`src/rtl/sar_adc_pkg.sv`:
```
package sar_adc_pkg;

    // Byte offsets of the register words
    localparam logic [7:0] ADDR_CTL = 8'h00;
    localparam logic [7:0] ADDR_OPT = 8'h04;
    localparam logic [7:0] ADDR_RES1 = 8'h08;
    localparam logic [7:0] ADDR_RES2 = 8'h0c;
    localparam logic [7:0] ADDR_RES3 = 8'h10;
    localparam logic [7:0] ADDR_RES4 = 8'h14;

    // Control/status field positions
    localparam int CTL_FLAG_BIT = 7;
    localparam int CTL_SCAN_BIT = 5;
    localparam int CTL_MULTI_INPUT_SELECT_BIT = 4;

    // Options field positions and masks
    localparam int OPT_PWR_BIT = 7;
    localparam int OPT_CONV_CLOCK_SOURCE_BIT = 6;
    localparam int OPT_DLY_BIT = 4;
    localparam logic [7:0] OPT_RW_MASK = 8'hfb;
    localparam logic [7:0] OPT_PROT_MASK = 8'h33;
    localparam logic [7:0] OPT_RESET = 8'h00;
    localparam logic [7:0] CTL_RESET = 8'h00;

    // Conversion timing in converter clock steps
    localparam logic [4:0] SAMPLE_CYC = 5'd12;
    localparam logic [4:0] DECIDE_LAST_CYC = 5'd27;
    localparam logic [4:0] CONV_LAST_CYC = 5'd31;
    localparam logic [1:0] SEQ_LAST = 2'd3;
    localparam logic [7:0] SAR_MSB = 8'h80;

    // Cycle counts on aclk (E clock)
    localparam logic [11:0] STOP_LONG_CYC = 12'd4000;
    localparam logic [11:0] STOP_SHORT_CYC = 12'd4;
    localparam logic [6:0] PROT_WIN_CYC = 7'd64;

    localparam logic [1:0] RESP_OKAY = 2'b00;
    localparam logic [1:0] RESP_SLVERR = 2'b10;

    typedef enum logic [1:0] {ST_IDLE, ST_ARM, ST_CONV, ST_STORE} seq_state_t;

    typedef struct packed {
        logic awvalid;
        logic [7:0] awaddr;
        logic wvalid;
        logic [31:0] wdata;
        logic [3:0] wstrb;
        logic bready;
        logic arvalid;
        logic [7:0] araddr;
        logic rready;
    } axil_req_t;

    typedef struct packed {
        logic awready;
        logic wready;
        logic bvalid;
        logic [1:0] bresp;
        logic arready;
        logic rvalid;
        logic [31:0] rdata;
        logic [1:0] rresp;
    } axil_rsp_t;

    typedef struct packed {
        logic [15:0] route;
        logic [3:0] chan;
        logic sample_on;
        logic [7:0] dac;
        logic power_on;
        logic rc_clock_sel;
    } ana_out_t;

endpackage

```
`src/rtl/cycle_timer.sv`:
```
`timescale 1ns/10ps
module cycle_timer
    import sar_adc_pkg::*;
#(
    parameter int W = 8,
    parameter logic [W-1:0] INIT = '0
) (
    input wire logic aclk,
    input wire logic aresetn,
    input wire logic load,
    input wire logic [W-1:0] load_val,
    output logic busy
);
    typedef struct packed {
        logic [W-1:0] cnt;
    } tmr_t;

    tmr_t q;
    tmr_t d;

    // Count down to zero, reload wins
    always_comb begin
        d = q;
        if (load) begin
            d.cnt = load_val;
        end else if (q.cnt != '0) begin
            d.cnt = q.cnt - W'(1);
        end
    end

    always_ff @(posedge aclk) begin
        if (!aresetn) begin
            q.cnt <= INIT;
        end else begin
            q <= d;
        end
    end

    assign busy = (q.cnt != '0);
endmodule

```
`src/rtl/sar_adc_sequencer.sv`:
```
`timescale 1ns/10ps
// Notes on behaviour
// - Exactly one of 16 mux inputs is routed, picked by the select field (multi channel: its high bits and the index).
// - Codes 0-7 are external inputs; 12-14 references; others reserved.
// - Eight comparison steps per conversion, most significant bit first.
// - A finished conversion is copied into its own result register.
// - Sampling switch closes only in the first twelve steps.
// - Options bit 7 powers converter and charge pump; clear disables it.
// - Four readable 8-bit results; a flag tells when all are valid.
// - Result stores never happen in a cycle that takes a read.
// - Clock-select bit: 0 uses E clock, 1 uses RC oscillator ticks.
// - Sequences of four, repeated or single pass per scan bit.
// - Done flag sets after fourth result of a sequence is stored.
// - Sequence starts one cycle after a control write, new settings.
// - Low reference gives 00, high gives ff, no overflow signal.
// - Stop exit waits 4000 cycles if delay bit set, else four.
// - Protected option bits take one write in first 64 cycles, any number in special mode.
// - Control bits pick input, scan, single/multi channel, show status.
// - Single channel, no scan: four conversions to results 1-4, halt.
// - Scan on: conversions continue, fifth result overwrites first.
// - Multi channel: high select bits choose group of four inputs.
// - Control write clears done flag and restarts the sequence.
module sar_adc_sequencer
    import sar_adc_pkg::*;
(
    input wire logic aclk,
    input wire logic aresetn,
    input wire axil_req_t axi_req,
    output axil_rsp_t axi_rsp,
    input wire logic comp_high,
    input wire logic rc_tick,
    input wire logic stop_mode,
    input wire logic special_mode,
    output ana_out_t ana_out,
    output logic cpu_resume_ok
);
    // All state except the timers and SAR in one record, registered in one place
    typedef struct packed {
        logic [3:0] sel;
        logic scan;
        logic multi_input_select;
        logic flag;
        logic [7:0] opt;
        logic prot_used;
        logic [3:0][7:0] res;
        seq_state_t st;
        logic [1:0] idx;
        logic [4:0] cyc;
        logic aw_held;
        logic [7:0] awaddr;
        logic w_held;
        logic [7:0] wdata;
        logic wlane0;
        logic bvalid;
        logic [1:0] bresp;
        logic rvalid;
        logic [7:0] rdata;
        logic [1:0] rresp;
        logic stop_q;
    } state_t;

    state_t q;
    state_t d;

    // Glue between the state record, the timers and the SAR
    logic win_open;
    logic stop_busy;
    logic stop_exit;
    logic [11:0] stop_len;
    logic resume_ok;
    logic step;
    logic sar_clear;
    logic sar_decide;
    logic [7:0] sar_trial;
    logic [7:0] sar_result;
    logic [3:0] cur_chan;
    logic rd_take;
    logic wr_go;
    logic [7:0] ctl_word;

    // Window after reset in which protected bits may be set once
    cycle_timer #(
        .W(7),
        .INIT(PROT_WIN_CYC)
    ) u_prot_win (
        .aclk(aclk),
        .aresetn(aresetn),
        .load(1'b0),
        .load_val(7'h00),
        .busy(win_open)
    );

    // Oscillator start-up wait after leaving stop
    assign stop_exit = q.stop_q && !stop_mode;
    assign stop_len = q.opt[OPT_DLY_BIT] ? STOP_LONG_CYC : STOP_SHORT_CYC;

    cycle_timer #(
        .W(12),
        .INIT(12'h000)
    ) u_stop_wait (
        .aclk(aclk),
        .aresetn(aresetn),
        .load(stop_exit),
        .load_val(stop_len),
        .busy(stop_busy)
    );

    // CPU and converter both wait out the exit delay
    assign resume_ok = !stop_mode && !stop_busy && !stop_exit;
    assign cpu_resume_ok = resume_ok;

    // Successive approximation register and its trial code
    sar_core u_sar (
        .aclk(aclk),
        .aresetn(aresetn),
        .clear(sar_clear),
        .decide(sar_decide),
        .comp_high(comp_high),
        .trial(sar_trial),
        .result(sar_result)
    );

    // Converter step: every E clock, or only on RC ticks
    assign step = !q.opt[OPT_CONV_CLOCK_SOURCE_BIT] || rc_tick;

    // Group mode keeps the high select bits, index fills the low pair
    assign cur_chan = q.multi_input_select ? {q.sel[3:2], q.idx} : q.sel;

    // Odd steps 13..27 each settle one bit
    assign sar_decide = (q.st == ST_CONV) && step && resume_ok
                        && q.opt[OPT_PWR_BIT]
                        && (q.cyc > SAMPLE_CYC) && q.cyc[0]
                        && (q.cyc <= DECIDE_LAST_CYC);

    // One read and one write in flight; address may lead or trail data
    assign rd_take = axi_req.arvalid && !q.rvalid;
    assign wr_go = q.aw_held && q.w_held && !q.bvalid;

    // Status word as software reads it; bit 6 always reads zero
    assign ctl_word = {q.flag, 1'b0, q.scan, q.multi_input_select, q.sel};

    // Analog side controls
    always_comb begin
        ana_out.route = 16'h0001 << cur_chan;
        ana_out.chan = cur_chan;
        ana_out.sample_on = (q.st == ST_CONV) && (q.cyc < SAMPLE_CYC)
                            && q.opt[OPT_PWR_BIT];
        ana_out.dac = sar_trial;
        ana_out.power_on = q.opt[OPT_PWR_BIT];
        ana_out.rc_clock_sel = q.opt[OPT_CONV_CLOCK_SOURCE_BIT];
    end

    // Handshake outputs straight from held state
    always_comb begin
        axi_rsp.awready = !q.aw_held && !q.bvalid;
        axi_rsp.wready = !q.w_held && !q.bvalid;
        axi_rsp.bvalid = q.bvalid;
        axi_rsp.bresp = q.bresp;
        axi_rsp.arready = !q.rvalid;
        axi_rsp.rvalid = q.rvalid;
        axi_rsp.rdata = {24'h000000, q.rdata};
        axi_rsp.rresp = q.rresp;
    end

    // Bus slave, sequencer and register file in one next-state block
    always_comb begin
        logic [7:0] wmask;
        logic prot_ok;
        logic start;
        d = q;
        wmask = 8'h00;
        prot_ok = 1'b0;
        start = 1'b0;
        sar_clear = 1'b0;
        // Last stop level, to catch the exit edge
        d.stop_q = stop_mode;

        // Address and data may come in either order
        if (axi_req.awvalid && axi_rsp.awready) begin
            d.aw_held = 1'b1;
            d.awaddr = axi_req.awaddr;
        end
        if (axi_req.wvalid && axi_rsp.wready) begin
            d.w_held = 1'b1;
            d.wdata = axi_req.wdata[7:0];
            d.wlane0 = axi_req.wstrb[0];
        end
        if (q.bvalid && axi_req.bready) begin
            d.bvalid = 1'b0;
        end

        // Sequencer
        case (q.st)
            ST_IDLE: begin
                // Parked until the next control write
            end
            ST_ARM: begin
                // Also re-entered to resample after stop
                if (q.opt[OPT_PWR_BIT] && resume_ok) begin
                    d.st = ST_CONV;
                    d.cyc = 5'd0;
                    sar_clear = 1'b1;
                end
            end
            ST_CONV: begin
                // Stop suspends; the channel is resampled on resume
                if (!resume_ok) begin
                    d.st = ST_ARM;
                end else if (step) begin
                    if (q.cyc == CONV_LAST_CYC) begin
                        d.st = ST_STORE;
                    end else begin
                        d.cyc = q.cyc + 5'd1;
                    end
                end
            end
            ST_STORE: begin
                // Hold off a store while a read is being taken
                if (!rd_take) begin
                    d.res[q.idx] = sar_result;
                    if (q.idx == SEQ_LAST) begin
                        d.flag = 1'b1;
                    end
                    if (q.idx == SEQ_LAST && !q.scan) begin
                        d.st = ST_IDLE;
                    end else begin
                        // Two-bit index wraps to result one in scan mode
                        d.idx = q.idx + 2'd1;
                        d.st = ST_CONV;
                        d.cyc = 5'd0;
                        sar_clear = 1'b1;
                    end
                end
            end
            default: begin
                d.st = ST_IDLE;
            end
        endcase

        // Power removed halts the converter sequence
        // Parked in arm so a later power-up resumes the sequence
        if (!q.opt[OPT_PWR_BIT] && q.st != ST_IDLE && q.st != ST_ARM) begin
            d.st = ST_ARM;
        end

        // Register write once both halves are held
        if (wr_go) begin
            // Free both halves so the next write starts clean
            d.aw_held = 1'b0;
            d.w_held = 1'b0;
            d.bvalid = 1'b1;
            d.bresp = RESP_OKAY;
            case (q.awaddr)
                ADDR_CTL: begin
                    if (q.wlane0) begin
                        d.sel = q.wdata[3:0];
                        d.scan = q.wdata[CTL_SCAN_BIT];
                        d.multi_input_select = q.wdata[CTL_MULTI_INPUT_SELECT_BIT];
                        start = 1'b1;
                    end
                end
                ADDR_OPT: begin
                    if (q.wlane0) begin
                        // Outside special mode, late writes only reach the unprotected bits
                        prot_ok = special_mode
                                  || (win_open && !q.prot_used);
                        wmask = prot_ok ? OPT_RW_MASK
                                        : (OPT_RW_MASK & ~OPT_PROT_MASK);
                        d.opt = (q.opt & ~wmask) | (q.wdata & wmask);
                        if (prot_ok && !special_mode) begin
                            d.prot_used = 1'b1;
                        end
                    end
                end
                ADDR_RES1, ADDR_RES2, ADDR_RES3, ADDR_RES4: begin
                    // Result registers ignore writes
                end
                default: begin
                    d.bresp = RESP_SLVERR;
                end
            endcase
        end

        // Control write aborts, clears flag, rearms; beats a same-cycle set
        if (start) begin
            d.flag = 1'b0;
            d.idx = 2'd0;
            d.st = ST_ARM;
        end

        // Reads sample registers in the cycle they are taken
        if (q.rvalid && axi_req.rready) begin
            d.rvalid = 1'b0;
        end
        if (rd_take) begin
            d.rvalid = 1'b1;
            d.rresp = RESP_OKAY;
            case (axi_req.araddr)
                ADDR_CTL: begin
                    d.rdata = ctl_word;
                end
                ADDR_OPT: begin
                    d.rdata = q.opt;
                end
                ADDR_RES1: begin
                    d.rdata = q.res[0];
                end
                ADDR_RES2: begin
                    d.rdata = q.res[1];
                end
                ADDR_RES3: begin
                    d.rdata = q.res[2];
                end
                ADDR_RES4: begin
                    d.rdata = q.res[3];
                end
                // Unmapped offsets answer an error with zero data
                default: begin
                    d.rdata = 8'h00;
                    d.rresp = RESP_SLVERR;
                end
            endcase
        end
    end

    // State register
    // Reset values come from the package constants
    always_ff @(posedge aclk) begin
        if (!aresetn) begin
            q <= '0;
            q.sel <= CTL_RESET[3:0];
            q.scan <= CTL_RESET[CTL_SCAN_BIT];
            q.multi_input_select <= CTL_RESET[CTL_MULTI_INPUT_SELECT_BIT];
            q.flag <= CTL_RESET[CTL_FLAG_BIT];
            q.opt <= OPT_RESET;
            q.st <= ST_IDLE;
        end else begin
            q <= d;
        end
    end
endmodule

```
`src/rtl/sar_core.sv`:
```
`timescale 1ns/10ps
module sar_core
    import sar_adc_pkg::*;
(
    input wire logic aclk,
    input wire logic aresetn,
    input wire logic clear,
    input wire logic decide,
    input wire logic comp_high,
    output logic [7:0] trial,
    output logic [7:0] result
);
    typedef struct packed {
        logic [7:0] sar;
        logic [7:0] mask;
    } sar_t;

    sar_t q;
    sar_t d;

    // One bit per decision, MSB first
    always_comb begin
        d = q;
        if (clear) begin
            d.sar = 8'h00;
            d.mask = SAR_MSB;
        end else if (decide) begin
            if (comp_high) begin
                d.sar = q.sar | q.mask;
            end
            d.mask = q.mask >> 1;
        end
    end

    always_ff @(posedge aclk) begin
        if (!aresetn) begin
            q <= '0;
        end else begin
            q <= d;
        end
    end

    assign trial = q.sar | q.mask;
    assign result = q.sar;
endmodule

```
`config.mk`:
```
export PLATFORM = sky130hd
export DESIGN_NAME = sar_adc_sequencer
export DESIGN_NICKNAME = d
export VERILOG_FILES = /design/src/rtl/sar_adc_pkg.sv /design/src/rtl/cycle_timer.sv /design/src/rtl/sar_adc_sequencer.sv /design/src/rtl/sar_core.sv
export SDC_FILE = /design/constraint.sdc
export NUM_CORES = 1
export LEC_CHECK = 0
export ABC_AREA = 1
export BUFFER_PORTS_ARGS = -buffer_cell sky130_fd_sc_hd__buf_2
export CAP_MARGIN = 40
export CELL_PAD_IN_SITES_DETAIL_PLACEMENT = 1
export CELL_PAD_IN_SITES_GLOBAL_PLACEMENT = 1
export CORE_MARGIN = 2
export CORE_UTILIZATION = 35
export DETAILED_ROUTE_END_ITERATION = 12
export GPL_TIMING_DRIVEN = 1
export PLACE_DENSITY_LB_ADDON = 0.05
export SYNTH_ARGS = -nofsm -noshare
export SYNTH_HDL_FRONTEND = slang
export SYNTH_SLANG_ARGS = --single-unit
```
`constraint.sdc`:
```
create_clock -name aclk -period 2 [get_ports aclk]
set_clock_uncertainty 0.2 [all_clocks]
set_input_delay 0.2 -clock aclk [delete_from_list [all_inputs] [get_ports aclk]]
set_output_delay 0.2 -clock aclk [all_outputs]
set_load 0.1 [all_outputs]
```
Yosys cells after proc, flatten, opt, wreduce, memory -nomap -nowiden
Index checks and enable logic that the tools add are counted.

word-level totals
  flip-flop bits (word level) = 126
  input bits = 63
  output and inout port bits = 73

operators by class
  $add $sub $neg = 4
  magnitude comparators = 5
  equal/unequal tests = 28
  shift operators = 1
  muxes and demuxes = 40
  bitwise operators = 8
  reduce and logical (&&, ||, !) cells = 68

operators with widths
  cell                                                                  count
  8-bit one-hot mux with 6 select lines                                 1
  12-bit two-way mux                                                    3
  32-bit bitwise mux                                                    1
  8-bit by 4-bit == test with 1-bit output, second input constant       4
  8-bit by 5-bit == test with 1-bit output, second input constant       4
  1-bit logical AND                                                     27
  8-bit two-way mux                                                     3
  5-bit two-way mux                                                     4
  2-bit two-way mux                                                     9
  8-bit bitwise AND                                                     2
  8-bit demux with 2-bit select                                         1
  8-bit by 3-bit == test with 1-bit output, second input constant       2
  8-bit logical NOT                                                     2
  8-bit OR                                                              2
  1-bit by 4-bit << shifter with 16-bit output, first input constant    1
  5-bit one-hot mux with 3 select lines                                 1
  1-bit logical NOT                                                     12
  2-bit != test, second input constant                                  6
  3-bit AND reduction                                                   4
  12-bit nonzero test                                                   1
  6-bit OR reduction                                                    2
  12-bit by 1-bit subtractor with 12-bit output, second input constant  1
  11-bit two-way mux                                                    1
  5-bit AND reduction                                                   2
  other kinds (36)                                                      58

Logic depth before layout (Yosys ltp)
  depth after elaboration = 11
  depth in mapped cells = 12

Hierarchy
A second synthesis with hierarchy kept.

unflattened totals
  cells, all modules = 952
  area total of the unflattened synthesis = 6,552.5 µm²

modules (own cells, without submodules)
  module                     instances  cells an instance  area an instance (µm²)  seq. area each (µm²)
  sar_adc_sequencer          1          659                4,535.6                 1,761.7
  cycle_timer (u_stop_wait)  1          126                802.0                   240.2
  sar_core                   1          103                743.2                   320.3
  cycle_timer (u_prot_win)   1          64                 471.7                   140.1

Worst setup path after synthesis
No wires, ideal clock.

  path type = reg-to-output
  start = register q[42] in the netlist's numbering
  end = output ana_out[10] in the netlist's numbering
  arrival time = 2.845 ns
  required time = 1.600 ns
  slack = -1.245 ns
  stages on the path, launching flop included = 5
  path buffers = 0
  cells stage by stage = dfxtp_1 -> inv_2 -> nor2_4 -> clkinv_1 -> nor3_1

RTL lines
  what             RTL line                 text
  start, declared  sar_adc_sequencer.sv:62  state_t q;
  end, declared    sar_adc_sequencer.sv:34  output ana_out_t ana_out,

==> impl_metrics.toml <==
[critical_path]
start_kind = "register"
regToRegSetupSlack_ps = 50
startpoint = "ctl_word[4]"
reg2regPathDepth = 11
r2r_start = "u_stop_wait.q[1]"
crit_fanout = 6
critical-path-slowest-cell = "dfxtp_4"
cpPeakStageDelay_ps = 420
crit_path_end_kind = "output pin"
path_cells = "nand2_4, o21ai_4, clkinvlp_4, nor2_4, nand2_4, nor2_4, buf_12"
r2r_end = "u_sar.result[5]"
crit_type = "register to output pin"
crit_arrival_ps = 1750
cp.required_ps = 1600

[grt]
grt_pass1_vias = 6297
grt_pass1_wl_um = 31600
grt_use_total = 0.222
grt_max_degree = 31
antenna_found_initial = 0
grt_overflow = 0

[synth]
synth_edf_count = 0
yosysWarnings = 0
synthesis.area_um2 = 6020
synth-main-ff-cell = "dfxtp_1"
yosys.cell_types.count = 40
synthArstFlopShare = 0
ys_ff_latch = 123
syn_inst = 850
syn_avg_cell_area_um2 = 7.08
yosysSeqAreaShare = 0.409

[floorplanning]
core_area_um2 = 16700
fp.dieW_um = 135
die_h_um = 135
initial_core_util = 0.360
io_pins = 136
dieArea_um2 = 18300
row_count = 47

[layout]
antenna_cells = 0
fin_area_um2 = 8680
num-fill-cells = 2085
fin_nets = 1076
layout-drive-gt1-share = 0.314
synthToLayoutAreaGrowth_pct = 44.2

[status]
status = "finished, violations left"
violations = "negative setup slack"

[timing]
hold_viol_final = 0
fin_crit_sh = 1.07
worst_hold_slack_ps = 3.69
final-setup-viol-count = 17
tightest_slew_ps = 529
rsz0062_at_grt = "yes"
drv_slew = 0
fin_crit_ps = 2150
slew_headroom = 0.646
fmax_mhz = 466
setup_ws_ps = -147

[clock_network]
clkTransAtPathRegs_ps = 60
root_buffer = "clkbuf_16"
cts_tree = "built"
insertion_delay_ps = 420
cts_made_buffers = 17
cts_htree_levels = 4
cts_buffer_depth = 2
clock-sinks = 123

[worst_hold_path]
min_to = "q[29]"
worstHoldStart = "axi_req[56]"
hold_class = "input port to register"
hold_depth = 3

[pwr]
p_leak_nw = 3.58
total_power_mw = 8.84
p_per_area_nw_per_um2 = 1020
vdd_drop_max_v = 0.000556

[routing]
drc_errors = 0
drt_iter0_drc = 200
postRouteAntennaNets = 0
via_per_inst = 4.90
wl_per_cell_um = 15.9
first_pass_iters = 4
routed_wl_um = 19600
vias = 6046

[placement]
io_buffers = 82
hpwl_um = 14300
place.gp.congestion = 0.824
dp_slack_ps = -94.2
place_area_um2 = 7390

[flow_run]
drv_cap = 0
==> worst max path at each step <==
stage / endpoint / cells after the start / slack (ps)
6_report: ana_out[23] / 7 / -150
5_1_grt: ana_out[28] / 7 / -250
2_1_floorplan: ana_out[15] / 5 / -380
4_1_cts: ana_out[15] / 6 / -160
3_5_place_dp: u_sar.q[1] / 10 / -90
3_3_place_gp: u_sar.result[6] / 10 / -30
==> through the flow <==
stage | util | TNS, ps | cells
2_1_floorplan | - | -10680 | 875
3_3_place_gp | 0.443 | -287 | 1163
3_5_place_dp | 0.443 | -1160 | 1163
4_1_cts | 0.508 | -1790 | 1233
5_1_grt | 0.520 | -3880 | 1234
6_report | 0.520 | -1930 | 1234
==> critical path: cells and delay by family, from the launching register on <==
kind                   cells  cell delay [ps]
buffers and inverters      2              360
DFF                        1              420
AOI/OAI and AO/OA          1               70
and+or+nand+nor            4              460
==> where the power goes <==
| part | switching, mW | total (mW) | leakage, nW | internal (mW) |
|---|---|---|---|---|
| sequential | 0.187 | 2.88 | 1.01 | 2.69 |
| clock | 1.09 | 3.23 | 0.305 | 2.15 |
| combinational | 1.74 | 2.72 | 2.26 | 0.979 |
==> routing by layer <==
layer / vias up / wire (µm) / share of wire / track usage
met5: - / 0 / 0 / 0
met4: 0 / 348 / 0.018 / 0.0735
met3: 30 / 825 / 0.042 / 0.0488
met2: 148 / 9720 / 0.50 / 0.386
met1: 2865 / 8680 / 0.44 / 0.274
li1: 3003 / - / - / -
==> state kept, by name, indices dropped and copies added (netlist names), named ones only <==
signal,count
u_stop_wait.q,12
axi_rsp,12
u_sar.result,8
ctl_word,7
ana_out,2
u_prot_win.q,7
q,63
u_sar.q,8
==> kinds of logic (layout without fill, tap and decap cells) <==
logic type / after synthesis / after routing / share of synthesized area
other: 1 / 26 / 0.000623
AO/OA/AOI/OAI: 198 / 198 / 0.178
buffers and inverters: 174 / 312 / 0.138
AND/OR/NAND/NOR: 338 / 339 / 0.244
adder cells (fa/ha/maj): 11 / 11 / 0.0229
XOR/XNOR: 5 / 5 / 0.00728
flip-flops: 123 / 123 / 0.409
==> cells in the final DEF (no fill, tap or decap), types with 19 or more instances in the layout <==
cell type | netlist | final
buf_12 | 1 | 19
buf_2 | 2 | 61
nor2_1 | 127 | 89
a21oi_1 | 98 | 90
conb_1 | 1 | 26
nand2_1 | 122 | 94
nand3_1 | 51 | 45
nor2_4 | 2 | 31
inv_1 | 105 | 94
o21ai_0 | 67 | 56
dlygate4sd3_1 | 0 | 24
buf_4 | 43 | 58
dfxtp_1 | 123 | 108
==> timing repair <==
action,CTS,global route
gates cloned,1,0
buffers inserted,14,1
hold buffers,24,0
endpoints found under the setup margin,37,51
gates resized for setup,31,56
pin swaps,31,32
endpoints found under the hold margin,21,0
==> synthesized netlist by cell type (4+ instances only) <==
master    number  area share
nand2_1      122       0.076
nor3_1         9      0.0075
clkinv_1       4      0.0025
dfxtp_1      123        0.41
buf_4         43       0.054
or2_2         11       0.011
a211oi_1      13       0.016
nand3_1       51       0.042
o21ai_0       67       0.056
inv_1        105       0.066
o22ai_1        7      0.0073
a21oi_1       98       0.082
ha_1          11       0.023
clkbuf_1      17       0.011
nor2_1       127       0.079
==> cell type report <==
class                           count  area, µm²  area share
Clock buffer                       25        515      0.0594
Sequential cell                   123       2490       0.287
Inverter                          111        448      0.0516
Tap cell                          220        275      0.0317
Timing Repair Buffer              170       1460       0.168
Multi-Input combinational cell    579       3380       0.390
Clock inverter                      6        108      0.0124
No activity file was read; power rests on OpenSTA's default activity.
